### config.mk
export PLATFORM = sky130hd
export DESIGN_NAME = sdram_command_interface
export DESIGN_NICKNAME = d
export VERILOG_FILES = /design/src/core/sdram_cmd_pkg.sv /design/src/core/sdram_write_fifo_if.sv /design/src/core/sdram_write_fifo.sv /design/src/core/sdram_command_interface.sv
export SDC_FILE = /design/constraint.sdc
export NUM_CORES = 1
export LEC_CHECK = 0
export BUFFER_PORTS_ARGS = -buffer_cell sky130_fd_sc_hd__buf_2
export CAP_MARGIN = 20
export CORE_ASPECT_RATIO = 0.5
export CORE_MARGIN = 4
export CORE_UTILIZATION = 25
export DETAILED_ROUTE_END_ITERATION = 16
export GPL_ROUTABILITY_DRIVEN = 0
export GPL_TIMING_DRIVEN = 1
export PLACE_DENSITY = 0.37
export SLEW_MARGIN = 10
export SYNTH_ARGS = -nofsm -noshare
export SYNTH_HDL_FRONTEND = slang
export SYNTH_SLANG_ARGS = --single-unit
### constraint.sdc
create_clock -name i_clock -period 6.9 [get_ports i_clock]
set_input_delay 1.38 -clock i_clock [delete_from_list [all_inputs] [get_ports i_clock]]
set_output_delay 1.38 -clock i_clock [all_outputs]
set_load 0.05 [all_outputs]
### src/core/sdram_cmd_pkg.sv
// command decoding constants, timing figures and shared types of the sdram command interface
// assumes one 50 MHz clock; all pin inputs are synchronous to it
package sdram_cmd_pkg;

  // ==========================================================================
  // geometry
  localparam int CLOCK_MHZ          = 50;
  localparam int BANKS              = 4;
  localparam int BANK_W             = 2;
  localparam int ADDR_W             = 12;
  localparam int ROW_W              = 12;
  localparam int COL_W              = 10;
  localparam int AUTO_PRECHARGE_BIT = 10;
  localparam int DATA_W             = 8;
  localparam int MASK_W             = 1;
  localparam int MODE_W             = ADDR_W + BANK_W;
  localparam int TIMER_W            = 16;
  localparam int REFRESH_ROW_W      = 12;

  // ==========================================================================
  // timing, in their own units
  localparam int PRECHARGE_PERIOD_NS       = 20;
  localparam int REFRESH_CYCLE_TIME_NS     = 66;
  localparam int SELF_REFRESH_EXIT_TIME_NS = 67;
  localparam int ROW_ACTIVE_MIN_TIME_NS    = 44;
  localparam int SELF_REFRESH_INTERVAL_NS  = 15625;
  localparam int LOAD_TO_COMMAND_DELAY     = 2;
  localparam int MASK_TO_HIGHZ_CYCLES      = 2;
  localparam int DEFAULT_BURST_LEN         = 4;

  // least time rounded up to whole cycles, never below one
  function automatic int cycles_min(input int ns);
    int c;
    c = (ns * CLOCK_MHZ + 999) / 1000;
    return (c < 1) ? 1 : c;
  endfunction : cycles_min

  // longest time rounded down, never below one
  function automatic int cycles_max(input int ns);
    int c;
    c = (ns * CLOCK_MHZ) / 1000;
    return (c < 1) ? 1 : c;
  endfunction : cycles_max

  // ==========================================================================
  // types
  typedef enum logic [2:0] {
    CMD_NOP, CMD_ACTIVATE, CMD_READ, CMD_WRITE,
    CMD_BURST_STOP, CMD_PRECHARGE, CMD_REFRESH, CMD_MODE_LOAD
  } command_t;

  typedef enum logic [1:0] {BANK_IDLE, BANK_OPEN, BANK_PRECHARGING} bank_state_t;

  typedef enum logic [2:0] {
    DEV_NORMAL, DEV_REFRESHING, DEV_MODE_LOADING, DEV_SELF_REFRESH, DEV_SELF_REFRESH_EXIT
  } device_state_t;

  typedef struct packed {
    logic [BANK_W-1:0] bank;
    logic [ROW_W-1:0]  row;
    logic [COL_W-1:0]  col;
    logic [MASK_W-1:0] lane_en;
    logic [DATA_W-1:0] data;
  } write_entry_t;

  localparam int WRITE_ENTRY_W = $bits(write_entry_t);

  // strobes are active low: {row, column, write enable}
  function automatic command_t decode_command(input logic row_n, input logic col_n,
                                              input logic we_n);
    case ({row_n, col_n, we_n})
      3'b111:  return CMD_NOP;
      3'b011:  return CMD_ACTIVATE;
      3'b101:  return CMD_READ;
      3'b100:  return CMD_WRITE;
      3'b110:  return CMD_BURST_STOP;
      3'b010:  return CMD_PRECHARGE;
      3'b001:  return CMD_REFRESH;
      3'b000:  return CMD_MODE_LOAD;
      default: return CMD_NOP;
    endcase
  endfunction : decode_command

endpackage : sdram_cmd_pkg

### src/core/sdram_write_fifo_if.sv
// valid/ready carrier between the command interface and its write buffer
// assumes both ends share one clock
`timescale 1ns/10ps
interface sdram_write_fifo_if #(
  parameter int WIDTH = 8
);
  logic             in_valid;
  logic             in_ready;
  logic [WIDTH-1:0] in_data;
  logic             out_valid;
  logic             out_ready;
  logic [WIDTH-1:0] out_data;

  modport buffer (input in_valid, input in_data, input out_ready,
                  output in_ready, output out_valid, output out_data);
  modport user   (output in_valid, output in_data, output out_ready,
                  input in_ready, input out_valid, input out_data);
endinterface : sdram_write_fifo_if

### src/core/sdram_write_fifo.sv
// write buffer: DEPTH words of storage plus a registered output word
// assumes DEPTH is a power of two; synchronous active-low reset
`timescale 1ns/10ps
module sdram_write_fifo #(
  parameter int WIDTH = 8,
  parameter int DEPTH = 16
) (
  input  wire logic           i_clock,
  input  wire logic           i_reset_n,
  sdram_write_fifo_if.buffer  bus
);
  localparam int AW = $clog2(DEPTH);

  logic [WIDTH-1:0] mem [DEPTH];
  logic [AW-1:0]    wr_ptr;
  logic [AW-1:0]    rd_ptr;
  logic [AW:0]      count;
  logic             push;
  logic             load;

  assign bus.in_ready = (count != (AW+1)'(DEPTH));
  assign push         = bus.in_valid && bus.in_ready;
  // refill the output word whenever it is empty or being taken
  assign load         = (count != '0) && (!bus.out_valid || bus.out_ready);

  always_ff @(posedge i_clock) begin
    if (push) begin
      mem[wr_ptr] <= bus.in_data;
    end
  end

  always_ff @(posedge i_clock) begin
    if (!i_reset_n) begin
      wr_ptr <= '0;
      rd_ptr <= '0;
      count  <= '0;
    end else begin
      if (push) begin
        wr_ptr <= wr_ptr + 1'b1;
      end
      if (load) begin
        rd_ptr <= rd_ptr + 1'b1;
      end
      case ({push, load})
        2'b10:   count <= count + 1'b1;
        2'b01:   count <= count - 1'b1;
        default: count <= count;
      endcase
    end
  end

  always_ff @(posedge i_clock) begin
    if (!i_reset_n) begin
      bus.out_valid <= 1'b0;
      bus.out_data  <= '0;
    end else if (load) begin
      bus.out_valid <= 1'b1;
      bus.out_data  <= mem[rd_ptr];
    end else if (bus.out_ready) begin
      bus.out_valid <= 1'b0;
    end
  end

endmodule : sdram_write_fifo

### src/core/sdram_command_interface.sv
// command front end of a quad-bank sdram: decode, bank state, bursts, refresh, data mask
// assumes all pin inputs synchronous to i_clock; the array answers o_rd_* in the same cycle
`timescale 1ns/10ps
module sdram_command_interface
  import sdram_cmd_pkg::*;
#(
  parameter int BURST_LEN            = DEFAULT_BURST_LEN,
  parameter int FIFO_DEPTH           = 16,
  parameter bit AUTOMOTIVE           = 1'b0,
  parameter int PRECHARGE_CYCLES     = cycles_min(PRECHARGE_PERIOD_NS),
  parameter int REFRESH_CYCLES       = cycles_min(REFRESH_CYCLE_TIME_NS),
  parameter int EXIT_CYCLES          = cycles_min(SELF_REFRESH_EXIT_TIME_NS),
  parameter int MODE_LOAD_CYCLES     = LOAD_TO_COMMAND_DELAY,
  parameter int SELF_INTERVAL_CYCLES = cycles_max(SELF_REFRESH_INTERVAL_NS)
) (
  input  wire logic                i_clock,
  input  wire logic                i_reset_n,
  input  wire logic                i_chip_select_n,
  input  wire logic                i_row_strobe_n,
  input  wire logic                i_col_strobe_n,
  input  wire logic                i_write_enable_n,
  input  wire logic                i_clock_enable,
  input  wire logic                i_bank_select_0,
  input  wire logic                i_bank_select_1,
  input  wire logic [ADDR_W-1:0]   i_address,
  input  wire logic [MASK_W-1:0]   i_data_mask,
  input  wire logic                i_full_page,
  input  wire logic [DATA_W-1:0]   i_dq,
  output logic      [DATA_W-1:0]   o_dq,
  output logic      [MASK_W-1:0]   o_dq_oe,
  output logic                     o_rd_req,
  output logic      [BANK_W-1:0]   o_rd_bank,
  output logic      [ROW_W-1:0]    o_rd_row,
  output logic      [COL_W-1:0]    o_rd_col,
  input  wire logic [DATA_W-1:0]   i_rd_data,
  output logic                     o_wr_valid,
  input  wire logic                i_wr_ready,
  output logic      [BANK_W-1:0]   o_wr_bank,
  output logic      [ROW_W-1:0]    o_wr_row,
  output logic      [COL_W-1:0]    o_wr_col,
  output logic      [MASK_W-1:0]   o_wr_lane_en,
  output logic      [DATA_W-1:0]   o_wr_data,
  output logic                     o_write_buffer_ready,
  output logic                     o_write_overflow,
  output logic                     o_refresh_req,
  output logic [REFRESH_ROW_W-1:0] o_refresh_row,
  output logic      [BANKS-1:0]    o_bank_open,
  output logic      [MODE_W-1:0]   o_mode_register,
  output logic                     o_self_refresh,
  output logic                     o_command_error
);

  // ==========================================================================
  // command decode
  command_t                      cmd;
  device_state_t                 dev_state;
  logic [TIMER_W-1:0]            dev_timer;
  bank_state_t                   bank_state [BANKS];
  logic [BANKS-1:0][ROW_W-1:0]   bank_row;
  logic [BANK_W-1:0]             bank;
  logic                          selected;
  logic                          auto_pre;
  logic                          all_idle;
  logic                          is_act;
  logic                          is_rd;
  logic                          is_wr;
  logic                          is_stop;
  logic                          is_pre;
  logic                          is_auto_ref;
  logic                          is_self_ref;
  logic                          is_load;
  logic                          access_ok;

  assign cmd      = decode_command(i_row_strobe_n, i_col_strobe_n, i_write_enable_n);
  assign selected = !i_chip_select_n && (dev_state == DEV_NORMAL);
  assign bank     = {i_bank_select_1, i_bank_select_0};
  assign auto_pre = i_address[AUTO_PRECHARGE_BIT];

  always_comb begin
    all_idle = 1'b1;
    for (int b = 0; b < BANKS; b++) begin
      if (bank_state[b] != BANK_IDLE) begin
        all_idle = 1'b0;
      end
    end
  end

  assign is_act      = selected && (cmd == CMD_ACTIVATE);
  assign is_rd       = selected && (cmd == CMD_READ);
  assign is_wr       = selected && (cmd == CMD_WRITE);
  assign is_stop     = selected && (cmd == CMD_BURST_STOP);
  assign is_pre      = selected && (cmd == CMD_PRECHARGE);
  assign is_load     = selected && (cmd == CMD_MODE_LOAD);
  assign is_auto_ref = selected && (cmd == CMD_REFRESH) && i_clock_enable;
  assign is_self_ref = selected && (cmd == CMD_REFRESH) && !i_clock_enable && !AUTOMOTIVE;
  // reads and writes only reach a bank with an open row
  assign access_ok   = (is_rd || is_wr) && (bank_state[bank] == BANK_OPEN);

  // ==========================================================================
  // burst engine
  logic                    burst_active;
  logic                    burst_write;
  logic                    burst_ap;
  logic [BANK_W-1:0]       burst_bank;
  logic [COL_W-1:0]        burst_col;
  logic [TIMER_W-1:0]      burst_left;
  logic                    beat;
  logic                    beat_write;
  logic [BANK_W-1:0]       beat_bank;
  logic [COL_W-1:0]        beat_col;
  logic                    burst_last;
  logic                    close_now;
  logic [BANK_W-1:0]       close_bank;
  logic                    burst_cut;

  assign beat       = access_ok || (burst_active && !is_stop && !burst_cut);
  assign beat_write = access_ok ? is_wr : burst_write;
  assign beat_bank  = access_ok ? bank : burst_bank;
  assign beat_col   = access_ok ? i_address[COL_W-1:0] : burst_col;
  // precharge of the bursting bank truncates the burst
  assign burst_cut  = is_pre && (auto_pre || bank == burst_bank);
  assign burst_last = access_ok ? (BURST_LEN == 1 && !i_full_page)
                                : (burst_active && !i_full_page && burst_left == TIMER_W'(1));
  assign close_now  = access_ok ? (auto_pre && burst_last)
                                : (burst_ap && burst_active && !burst_cut
                                   && (burst_last || is_stop));
  assign close_bank = beat_bank;

  always_ff @(posedge i_clock) begin
    if (!i_reset_n) begin
      burst_active <= 1'b0;
      burst_write  <= 1'b0;
      burst_ap     <= 1'b0;
      burst_bank   <= '0;
      burst_col    <= '0;
      burst_left   <= '0;
    end else if (access_ok) begin
      // a new read or write replaces whatever burst was running
      burst_active <= !burst_last;
      burst_write  <= is_wr;
      burst_ap     <= auto_pre;
      burst_bank   <= bank;
      burst_col    <= i_address[COL_W-1:0] + 1'b1;
      burst_left   <= TIMER_W'(BURST_LEN - 1);
    end else if (is_stop || burst_cut) begin
      burst_active <= 1'b0;
    end else if (burst_active) begin
      burst_col  <= burst_col + 1'b1;
      burst_left <= burst_left - 1'b1;
      if (burst_last) begin
        burst_active <= 1'b0;
      end
    end
  end

  // ==========================================================================
  // per-bank row state
  logic [BANKS-1:0] bank_error;

  generate
    for (genvar b = 0; b < BANKS; b++) begin : g_bank
      logic               act_hit;
      logic               pre_hit;
      logic [TIMER_W-1:0] timer;

      assign act_hit       = is_act && (bank == BANK_W'(b));
      assign pre_hit       = (is_pre && (auto_pre || bank == BANK_W'(b)))
                             || (close_now && close_bank == BANK_W'(b));
      assign bank_error[b] = act_hit && (bank_state[b] != BANK_IDLE);

      always_ff @(posedge i_clock) begin
        if (!i_reset_n) begin
          bank_state[b]  <= BANK_IDLE;
          bank_row[b]    <= '0;
          timer          <= '0;
          o_bank_open[b] <= 1'b0;
        end else begin
          case (bank_state[b])
            BANK_IDLE: begin
              if (act_hit) begin
                bank_state[b]  <= BANK_OPEN;
                bank_row[b]    <= i_address[ROW_W-1:0];
                o_bank_open[b] <= 1'b1;
              end
            end
            BANK_OPEN: begin
              if (pre_hit) begin
                bank_state[b]  <= BANK_PRECHARGING;
                timer          <= TIMER_W'(PRECHARGE_CYCLES);
                o_bank_open[b] <= 1'b0;
              end
            end
            BANK_PRECHARGING: begin
              timer <= timer - 1'b1;
              if (timer <= TIMER_W'(1)) begin
                bank_state[b] <= BANK_IDLE;
              end
            end
            default: begin
              bank_state[b] <= BANK_IDLE;
            end
          endcase
        end
      end
    end
  endgenerate

  // ==========================================================================
  // device state: refresh, mode load, self refresh
  logic busy_violation;

  assign busy_violation = !i_chip_select_n && (cmd != CMD_NOP)
                          && (dev_state == DEV_REFRESHING || dev_state == DEV_MODE_LOADING
                              || dev_state == DEV_SELF_REFRESH_EXIT);

  always_ff @(posedge i_clock) begin
    if (!i_reset_n) begin
      dev_state       <= DEV_NORMAL;
      dev_timer       <= '0;
      o_self_refresh  <= 1'b0;
      o_mode_register <= '0;
    end else begin
      case (dev_state)
        DEV_NORMAL: begin
          if (is_auto_ref) begin
            dev_state <= DEV_REFRESHING;
            dev_timer <= TIMER_W'(REFRESH_CYCLES);
          end else if (is_self_ref) begin
            dev_state      <= DEV_SELF_REFRESH;
            o_self_refresh <= 1'b1;
          end else if (is_load) begin
            dev_state       <= DEV_MODE_LOADING;
            dev_timer       <= TIMER_W'(MODE_LOAD_CYCLES);
            o_mode_register <= {bank, i_address};
          end
        end
        DEV_REFRESHING, DEV_MODE_LOADING, DEV_SELF_REFRESH_EXIT: begin
          dev_timer <= dev_timer - 1'b1;
          if (dev_timer <= TIMER_W'(1)) begin
            dev_state <= DEV_NORMAL;
          end
        end
        DEV_SELF_REFRESH: begin
          if (i_clock_enable) begin
            dev_state      <= DEV_SELF_REFRESH_EXIT;
            dev_timer      <= TIMER_W'(EXIT_CYCLES);
            o_self_refresh <= 1'b0;
          end
        end
        default: begin
          dev_state <= DEV_NORMAL;
        end
      endcase
    end
  end

  // one row counter serves both refresh modes
  logic [REFRESH_ROW_W-1:0] refresh_row;
  logic [TIMER_W-1:0]       self_timer;

  always_ff @(posedge i_clock) begin
    if (!i_reset_n) begin
      refresh_row   <= '0;
      self_timer    <= '0;
      o_refresh_req <= 1'b0;
      o_refresh_row <= '0;
    end else begin
      o_refresh_req <= 1'b0;
      if (is_auto_ref || is_self_ref) begin
        o_refresh_req <= 1'b1;
        o_refresh_row <= refresh_row;
        refresh_row   <= refresh_row + 1'b1;
        self_timer    <= TIMER_W'(SELF_INTERVAL_CYCLES);
      end else if (dev_state == DEV_SELF_REFRESH) begin
        self_timer <= self_timer - 1'b1;
        if (self_timer <= TIMER_W'(1)) begin
          o_refresh_req <= 1'b1;
          o_refresh_row <= refresh_row;
          refresh_row   <= refresh_row + 1'b1;
          self_timer    <= TIMER_W'(SELF_INTERVAL_CYCLES);
        end
      end
    end
  end

  // flags commands that break bank or device state; a pulse one cycle after the edge
  always_ff @(posedge i_clock) begin
    if (!i_reset_n) begin
      o_command_error <= 1'b0;
    end else begin
      o_command_error <= (|bank_error)
                         || ((is_rd || is_wr) && !access_ok)
                         || ((is_auto_ref || is_self_ref || is_load) && !all_idle)
                         || busy_violation;
    end
  end

  // ==========================================================================
  // read path: array request two clocks after the beat, data and mask three
  logic                                      rd_beat;
  logic [BANK_W-1:0]                         rd_beat_bank;
  logic [ROW_W-1:0]                          rd_beat_row;
  logic [COL_W-1:0]                          rd_beat_col;
  logic [MASK_TO_HIGHZ_CYCLES-1:0][MASK_W-1:0] mask_pipe;

  always_ff @(posedge i_clock) begin
    if (!i_reset_n) begin
      rd_beat      <= 1'b0;
      rd_beat_bank <= '0;
      rd_beat_row  <= '0;
      rd_beat_col  <= '0;
      o_rd_req     <= 1'b0;
      o_rd_bank    <= '0;
      o_rd_row     <= '0;
      o_rd_col     <= '0;
    end else begin
      rd_beat      <= beat && !beat_write;
      rd_beat_bank <= beat_bank;
      rd_beat_row  <= bank_row[beat_bank];
      rd_beat_col  <= beat_col;
      o_rd_req     <= rd_beat;
      o_rd_bank    <= rd_beat_bank;
      o_rd_row     <= rd_beat_row;
      o_rd_col     <= rd_beat_col;
    end
  end

  always_ff @(posedge i_clock) begin
    if (!i_reset_n) begin
      mask_pipe <= '0;
      o_dq      <= '0;
      o_dq_oe   <= '0;
    end else begin
      mask_pipe <= {mask_pipe[MASK_TO_HIGHZ_CYCLES-2:0], i_data_mask};
      o_dq      <= i_rd_data;
      o_dq_oe   <= {MASK_W{o_rd_req}} & ~mask_pipe[MASK_TO_HIGHZ_CYCLES-1];
    end
  end

  // ==========================================================================
  // write path: masked lanes dropped on the spot, the rest buffered toward the array
  sdram_write_fifo_if #(.WIDTH(WRITE_ENTRY_W)) fifo_bus ();
  write_entry_t entry_in;
  write_entry_t entry_out;

  always_comb begin
    entry_in.bank    = beat_bank;
    entry_in.row     = bank_row[beat_bank];
    entry_in.col     = beat_col;
    entry_in.lane_en = ~i_data_mask;
    entry_in.data    = i_dq;
  end

  assign fifo_bus.in_valid  = beat && beat_write && (|(~i_data_mask));
  assign fifo_bus.in_data   = entry_in;
  assign fifo_bus.out_ready = i_wr_ready;
  assign entry_out          = fifo_bus.out_data;

  sdram_write_fifo #(
    .WIDTH (WRITE_ENTRY_W),
    .DEPTH (FIFO_DEPTH)
  ) u_write_fifo (
    .i_clock   (i_clock),
    .i_reset_n (i_reset_n),
    .bus       (fifo_bus)
  );

  assign o_wr_valid   = fifo_bus.out_valid;
  assign o_wr_bank    = entry_out.bank;
  assign o_wr_row     = entry_out.row;
  assign o_wr_col     = entry_out.col;
  assign o_wr_lane_en = entry_out.lane_en;
  assign o_wr_data    = entry_out.data;

  always_ff @(posedge i_clock) begin
    if (!i_reset_n) begin
      o_write_buffer_ready <= 1'b0;
      o_write_overflow     <= 1'b0;
    end else begin
      o_write_buffer_ready <= fifo_bus.in_ready;
      if (fifo_bus.in_valid && !fifo_bus.in_ready) begin
        o_write_overflow <= 1'b1;
      end
    end
  end

endmodule : sdram_command_interface

=== Word-level counts from Yosys, hierarchy flattened ===
Memories as Yosys holds them, arrays and structs flattened. A register that Yosys moved wholly into a read port is not among the register bits.
Index checks and enable logic that the tools add are counted.

* Muxes and demuxes: 150
* $add $sub $neg: 14
* Shift operators: 0
* Multipliers: 0
* Reduce and logical (&&, ||, !) cells: 134
* $lt $le $gt $ge: 7
* Equal/unequal tests: 47
* Bitwise gates (word level): 23
* Divide/modulo/power cells: 0

{| class="wikitable"
|+ Operator list
! cell !! count
|-
| 2-to-1 mux 16 bit || 9
|-
| one-hot mux 16 bit (2 select lines) || 4
|-
| subtractor 16 x 1 -> 16 bit, second input constant || 7
|-
| <= comparator 16 x 1 -> 1 bit, second input constant || 6
|-
| 2-to-1 mux 1 bit || 90
|-
| 2-to-1 mux 12 bit || 7
|-
| 2-to-1 mux 10 bit || 6
|-
| one-hot mux 16 bit (3 select lines) || 1
|-
| logical AND 1 bit || 46
|-
| 2-to-1 mux 2 bit || 20
|-
| nonzero test 2 bit || 18
|-
| inequality test 2 bit, second input constant || 13
|-
| binary-select mux 12 bit (select 2 bit) || 1
|-
| AND reduction 2 bit || 11
|-
| logical OR 1 bit || 21
|-
| adder 10 x 1 -> 10 bit, second input constant || 2
|-
| equality test 2 bit, second input constant || 9
|-
| equality test 16 x 1 -> 1 bit, second input constant || 1
|-
| equality test 2 x 1 -> 1 bit, second input constant || 8
|-
| bitwise OR 1 bit || 16
|-
| equality test 3 bit, second input constant || 5
|-
| 2-to-1 mux 3 bit || 5
|-
| AND reduction 3 bit || 5
|-
| OR reduction 3 bit || 5
|-
| other kinds (24) || 59
|}

* Bits in writable memories: 536
* Latch bits: 0
* Bits in registers: 298
* Bits in read-only memories: 24
* Memories kept: 3
* Bits of input ports: 40

{| class="wikitable"
|+ Memory list
! memory !! words !! bits a word !! rd ports !! clocked after Yosys merged registers in !! wr ports !! RTL line !! source
|-
| u_write_fifo.mem || 16 || 33 || 1 || 1 || 1 || sdram_write_fifo.sv:14 || <nowiki>logic [WIDTH-1:0] mem [DEPTH];</nowiki>
|-
| (no name shown) || 8 || 3 || 1 || 0 || 0 || sdram_cmd_pkg.sv:71 || <nowiki>case ({row_n, col_n, we_n})</nowiki>
|-
| bank_state || 4 || 2 || 5 || 0 || 4 || sdram_command_interface.sv:58 || <nowiki>bank_state_t bank_state [BANKS];</nowiki>
|}

=== Depth between registers and ports, before layout ===
* Depth after elaboration: 18
* Gate-level depth with buffers: 16
* Mapped depth without buffers: 15

=== Cells and area by module ===
A second synthesis with hierarchy kept.

* Cell total of the unflattened synthesis: 2475
* Area, all modules: 34558.1 um^2

{| class="wikitable"
|+ By module, submodules not included
! module !! times used !! cells an instance !! area an instance (um^2)
|-
| sdram_write_fifo || 1 || 1090 || 22004.9
|-
| sdram_command_interface || 1 || 1385 || 12553.3
|}

=== Least setup slack after synthesis ===
OpenSTA, ideal clock, no wires.

* Kind: input to register
* Start: input i_bank_select_1
* End: memory u_write_fifo.mem[3][0] in the netlist's numbering, enable pin
* Setup slack: 0.375 ns
* Data arrival time: 6.019 ns
* Setup time: 0.506 ns
* Buffers on the path: 2
* Stages: 8
* Cell sequence: clkbuf_1 mux4_2 buf_2 a221oi_2 nor2_1 nor3_4 inv_2 nor4_1

* Cells in the longest elaborated chain, start to end: 11
* Elaborated cells between the ends (all ways): 15
* Those cells by class: eq/ne: 2; mux: 3; reduce/logical: 9; memory: 1

{| class="wikitable"
|+ RTL lines
! what !! RTL line !! source
|-
| start, declared || sdram_command_interface.sv:24 || <nowiki>input wire logic i_bank_select_1,</nowiki>
|-
| parallel branches: the longest is 6 deep, another holds memory read (4 x 2 bit) || n/a ||
|-
| logical AND 1 bit * (2 in series) || sdram_command_interface.sv:354 || <nowiki>assign fifo_bus.in_valid = beat && beat_write && (|(~i_data_mask));</nowiki>
|-
| logical AND 1 bit * || sdram_write_fifo.sv:22 || <nowiki>assign push = bus.in_valid && bus.in_ready;</nowiki>
|-
| 2-to-1 mux 1 bit * || sdram_write_fifo.sv:27 || <nowiki>if (push) begin</nowiki>
|-
| 2-to-1 mux 1 bit (not written as such) * || sdram_write_fifo.sv:28 || <nowiki>mem[wr_ptr] <= bus.in_data;</nowiki>
|-
| end, declared || sdram_write_fifo.sv:14 ||
|}

Every way passes the cells marked *.

=== Worst setup path in the final report ===
* Start: input i_chip_select_n
* End: register u_write_fifo.count[4]

* Cells in the longest elaborated chain, start to end: 12
* Elaborated cells between the ends (all ways): 22
* Those cells by class: eq/ne: 2; mux: 2; reduce/logical: 18

{| class="wikitable"
|+ RTL lines
! what !! RTL line !! source
|-
| start, declared || sdram_command_interface.sv:18 || <nowiki>input wire logic i_chip_select_n,</nowiki>
|-
| zero test 1 bit * || sdram_command_interface.sv:75 || <nowiki>assign selected = !i_chip_select_n && (dev_state == DEV_NORMAL);</nowiki>
|-
| logical AND 1 bit * || sdram_command_interface.sv:75 ||
|-
| logical AND 1 bit, on equally long branches || sdram_command_interface.sv:91, sdram_command_interface.sv:92 ||
|-
| zero test 1 bit / logical AND 1 bit (equally long branches) || sdram_command_interface.sv:116, sdram_command_interface.sv:121 ||
|-
| logical AND 1 bit / zero test 1 bit (equally long branches) || sdram_command_interface.sv:116 || <nowiki>assign beat = access_ok || (burst_active && !is_stop && !burst_cut);</nowiki>
|-
| logical AND 1 bit || sdram_command_interface.sv:116 ||
|-
| logical OR 1 bit || sdram_command_interface.sv:116 ||
|-
| logical AND 1 bit * (2 in series) || sdram_command_interface.sv:354 ||
|-
| logical AND 1 bit * || sdram_write_fifo.sv:22 ||
|-
| equality test 2 x 1 -> 1 bit / equality test 2 bit (equally long branches) || sdram_write_fifo.sv:44 || <nowiki>case ({push, load})</nowiki>
|-
| one-hot mux 5 bit (2 select lines) / nonzero test 2 bit (equally long branches) || n/a ||
|-
| end signal, assigned || sdram_write_fifo.sv:45 || <nowiki>2'b10: count <= count + 1'b1;</nowiki>
|-
| end signal, assigned || sdram_write_fifo.sv:46 || <nowiki>2'b01: count <= count - 1'b1;</nowiki>
|-
| end signal, assigned || sdram_write_fifo.sv:47 || <nowiki>default: count <= count;</nowiki>
|-
| end, declared || sdram_write_fifo.sv:17 || <nowiki>logic [AW:0] count;</nowiki>
|}

Every way passes the cells marked *; elsewhere a longest branch is shown, timed or not.
A chain may end at the register's enable or synchronous reset.

==> flow_metrics.py <==
metrics = {
    "run_status": {
        "status": "finished clean",
    },
    "sta": {
        "finalHoldViolations": 0,
        "tns_ns": 0,
        "fin_crit_ns": 4.479,
        "setup_violations": 0,
        "worst_slew_pin_slew_ns": 1.059,
        "fin_hold_ws_ns": 0.3904,
        "finalMaxSlewViolations": 0,
        "fin_skew_ns": 0.02665,
        "clock.fmax_ghz": 0.2233,
        "slew_headroom_pct": 29.43,
        "fin_crit_sh_pct": 64.91,
        "grt_setup_unrepaired": "no",
    },
    "setup_path": {
        "cp.required_ns": 7.45,
        "path_class": "input pin to flop",
        "critPathArrivalTime_ns": 5.03,
        "critPathMaxFanout": 16,
        "critPathLaunchType": "input pin",
        "cp-end-kind": "flop",
    },
    "floorplanning": {
        "die_h_um": 271.0,
        "io_pins": 143,
        "start_util_pct": 25.20,
        "dieArea_mm2": 0.1447,
        "coreArea_mm2": 0.1373,
        "rows": 96,
        "die_w_um": 534.1,
    },
    "pwr": {
        "power_w": 0.01346,
        "swShare_pct": 28.18,
        "power_leakage_nw": 13.36,
        "combPwrFrac_pct": 18.4,
        "seqPwrFrac_pct": 43.2,
        "p_int_w": 0.009663,
        "power_density_mw_per_mm2": 331.6,
        "ir_worst_vdd_v": 0.0002805,
        "p_switching_w": 0.003792,
        "clkPwrFrac_pct": 38.4,
    },
    "grt": {
        "antenna_found_initial": 10,
        "grt_pass1_wl_um": 145300,
        "grt_pass1_vias": 21170,
        "grt_max_degree": 136,
        "grt_usage_pct": 13.36,
        "grt.overflow.total": 0,
    },
    "place": {
        "dp_hpwl_um": 60690,
        "portBuffers": 142,
        "dpl_cell_area_mm2": 0.03745,
    },
    "drt": {
        "route.detailed.drc": 0,
        "vias_per_cell": 4.553,
        "wl_per_cell_um": 21.68,
        "ant_nets": 0,
        "via_count": 20400,
        "drtIter0Drc": 1330,
        "drt-total-wl_um": 97130,
        "drtPass1Iterations": 5,
        "wl_met3_um": 3947,
        "met1_length_um": 43640,
        "top_layer": "met5",
        "met2_length_um": 47160,
    },
    "clock_network": {
        "h-tree-depth": 3,
        "cts_resized": 0,
        "cts_num_sinks": 867,
        "max-clock-path-buffers": 3,
        "cts_tree": "built",
        "clk-insertion-delay-late_ns": 0.68,
        "clkSlewWorstSetupHoldPaths_ns": 0.07,
        "numCtsBuffers": 88,
        "hold_buffers": 0,
        "cts_setup_buffers": 0,
        "cts-root-buf": "clkbuf_16",
    },
    "yosys": {
        "synth-edff-count": 536,
        "synthFlopType": "edfxtp_1",
        "syn_nets": 2479,
        "seq_area_frac_synth_pct": 65.69,
        "synthCells": 2413,
        "avgSynthCellArea_um2": 14.34,
        "synth_top_area_share_pct": 46.53,
        "ys_types": 87,
        "ys_warn_count": 0,
        "ys_seq_elements": 867,
        "syn-cell-area_mm2": 0.03459,
        "synth_area_leaders": "edfxtp_1, dfxtp_1, mux4_2",
        "synth_area_leader_cell": "edfxtp_1",
        "async_reset_ff_share_pct": 0,
    },
    "finish": {
        "fin_util_pct": 29.55,
        "fin_area_mm2": 0.04058,
        "final-seq-area_mm2": 0.02273,
        "area_growth_pct": 17.30,
        "fill_cells": 13730,
        "multiInputGateArea_mm2": 0.01117,
        "drive_above_1_share_pct": 21.44,
        "nets": 2607,
    },
    "job": {
        "cap_violations": 0,
    },
    "hold_path": {
        "worstHoldPathType": "flop to flop",
    },
}
[worst max-delay path, cell delays in order]
cell	delay [ns]
buf_2	0.12
or4_1	0.60
o21ai_1	0.46
a221oi_2	0.11
nor2_1	0.42
nor3_4	0.16
inv_2	0.18
ha_1	0.26
inv_1	0.09
fa_1	0.39
nor2b_1	0.17
o21ai_0	0.12
and3_1	0.19
nor3_1	0.18
xnor2_1	0.15
nor2_1	0.05
[synthesized netlist by cell type (all sizes together) (11+ instances only)]
master  count
a21oi     139
a22o       49
a31oi      12
and2       56
and3       28
buf        45
clkbuf     95
dfxtp     331
edfxtp    536
ha         25
inv        53
mux2i      11
mux4      179
nand2     202
nand2b     22
nand3      59
nand4      20
nor2      135
nor2b      21
nor3       58
nor4       18
o21ai      48
o22ai      14
o31ai      15
or3        21
or4        26
xnor2      35
xor2       41
[cells by family (layout without fill, tap and decap cells)]
family	after synthesis	count (layout)	synth area share (%)
xor+xnor	76	76	1.924
compound gates	350	350	6.681
fa+ha+maj	27	27	0.9911
flops	867	867	65.69
simple gates	709	709	10.50
buf+inv	193	396	2.217
mux	191	191	12.00
other cells	0	3	0
[power by group through the flow]
stage	registers (W)	logic [W]	clock network, W
finish	0.00581	0.00248	0.00517
global route	0.00585	0.00272	0.00558
CTS	0.00582	0.00259	0.00536
detailed placement	0.00593	0.00258	0
global placement	0.00593	0.00258	0
floorplan	0.00612	0.00157	0
[area by class of cell]
cell class	instances	area share [%]
sequential	867	56.03
multi-input combinational	1353	27.52
clock buffer	116	6.136
tap	1862	5.742
timing repair buffer	178	2.516
clock inverter	49	1.533
inverter	53	0.5026
antenna	3	0.01850
[per-layer routing]
metal  GRT usage, %  up-vias
met1          17.70    10450
li1               -     9469
met2          22.31      334
met4          3.411        6
met3          2.718      143
met5              0        -
[stage by stage]
| step | setup slack, ns | cells |
|---|---|---|
| final | 2.421 | 4481 |
| after global routing | 2.185 | 4479 |
| after CTS | 2.495 | 4477 |
| after detailed placement | 1.751 | 4312 |
| after global placement | 1.785 | 4310 |
| after floorplan | 0.3753 | 2413 |
[cell usage in the layout (no fill, tap or decap), types with 20 or more instances in the layout]
| cell | Yosys | layout |
|---|---|---|
| buf_2 | 15 | 141 |
| nand4_1 | 20 | 20 |
| xor2_1 | 41 | 41 |
| nand3_1 | 59 | 59 |
| inv_1 | 51 | 50 |
| or4_1 | 25 | 25 |
| mux4_2 | 179 | 179 |
| or3_1 | 21 | 21 |
| xnor2_1 | 35 | 35 |
| o21ai_0 | 44 | 44 |
| dfxtp_1 | 331 | 327 |
| edfxtp_1 | 536 | 536 |
| nor2b_1 | 21 | 21 |
| nand2b_1 | 22 | 22 |
| ha_1 | 25 | 25 |
| a21oi_1 | 137 | 134 |
| a22o_1 | 49 | 49 |
| and2_1 | 56 | 56 |
| buf_4 | 4 | 34 |
| nor3_1 | 54 | 54 |
| clkbuf_16 | 0 | 90 |
| nand2_1 | 201 | 201 |
| nor2_1 | 134 | 134 |
[registers in the layout, indices dropped and copies added (netlist names), 10 cells and up]
register and flops:
dev_timer 16, o_rd_col 10, u_write_fifo.bus.out_data 33, refresh_row 12
rd_beat_col 10, o_rd_row 12, burst_col 10, bank_row 48
o_refresh_row 12, self_timer 16, burst_left 16, u_write_fifo.mem 528
o_mode_register 14, g_bank.timer 64, rd_beat_row 12
[final timing paths]
kind                                        from  cells past startpoint  slack [ns]                     to
worst max-delay path             i_chip_select_n                     16        2.42  u_write_fifo.count[4]
worst min register to register      mask_pipe[1]                      1        0.39                o_dq_oe
worst min-delay path                mask_pipe[1]                      1        0.39                o_dq_oe
worst max register to register  bank_state[2][0]                     15        2.57  u_write_fifo.count[4]
No activity file was read; power rests on OpenSTA's default activity.
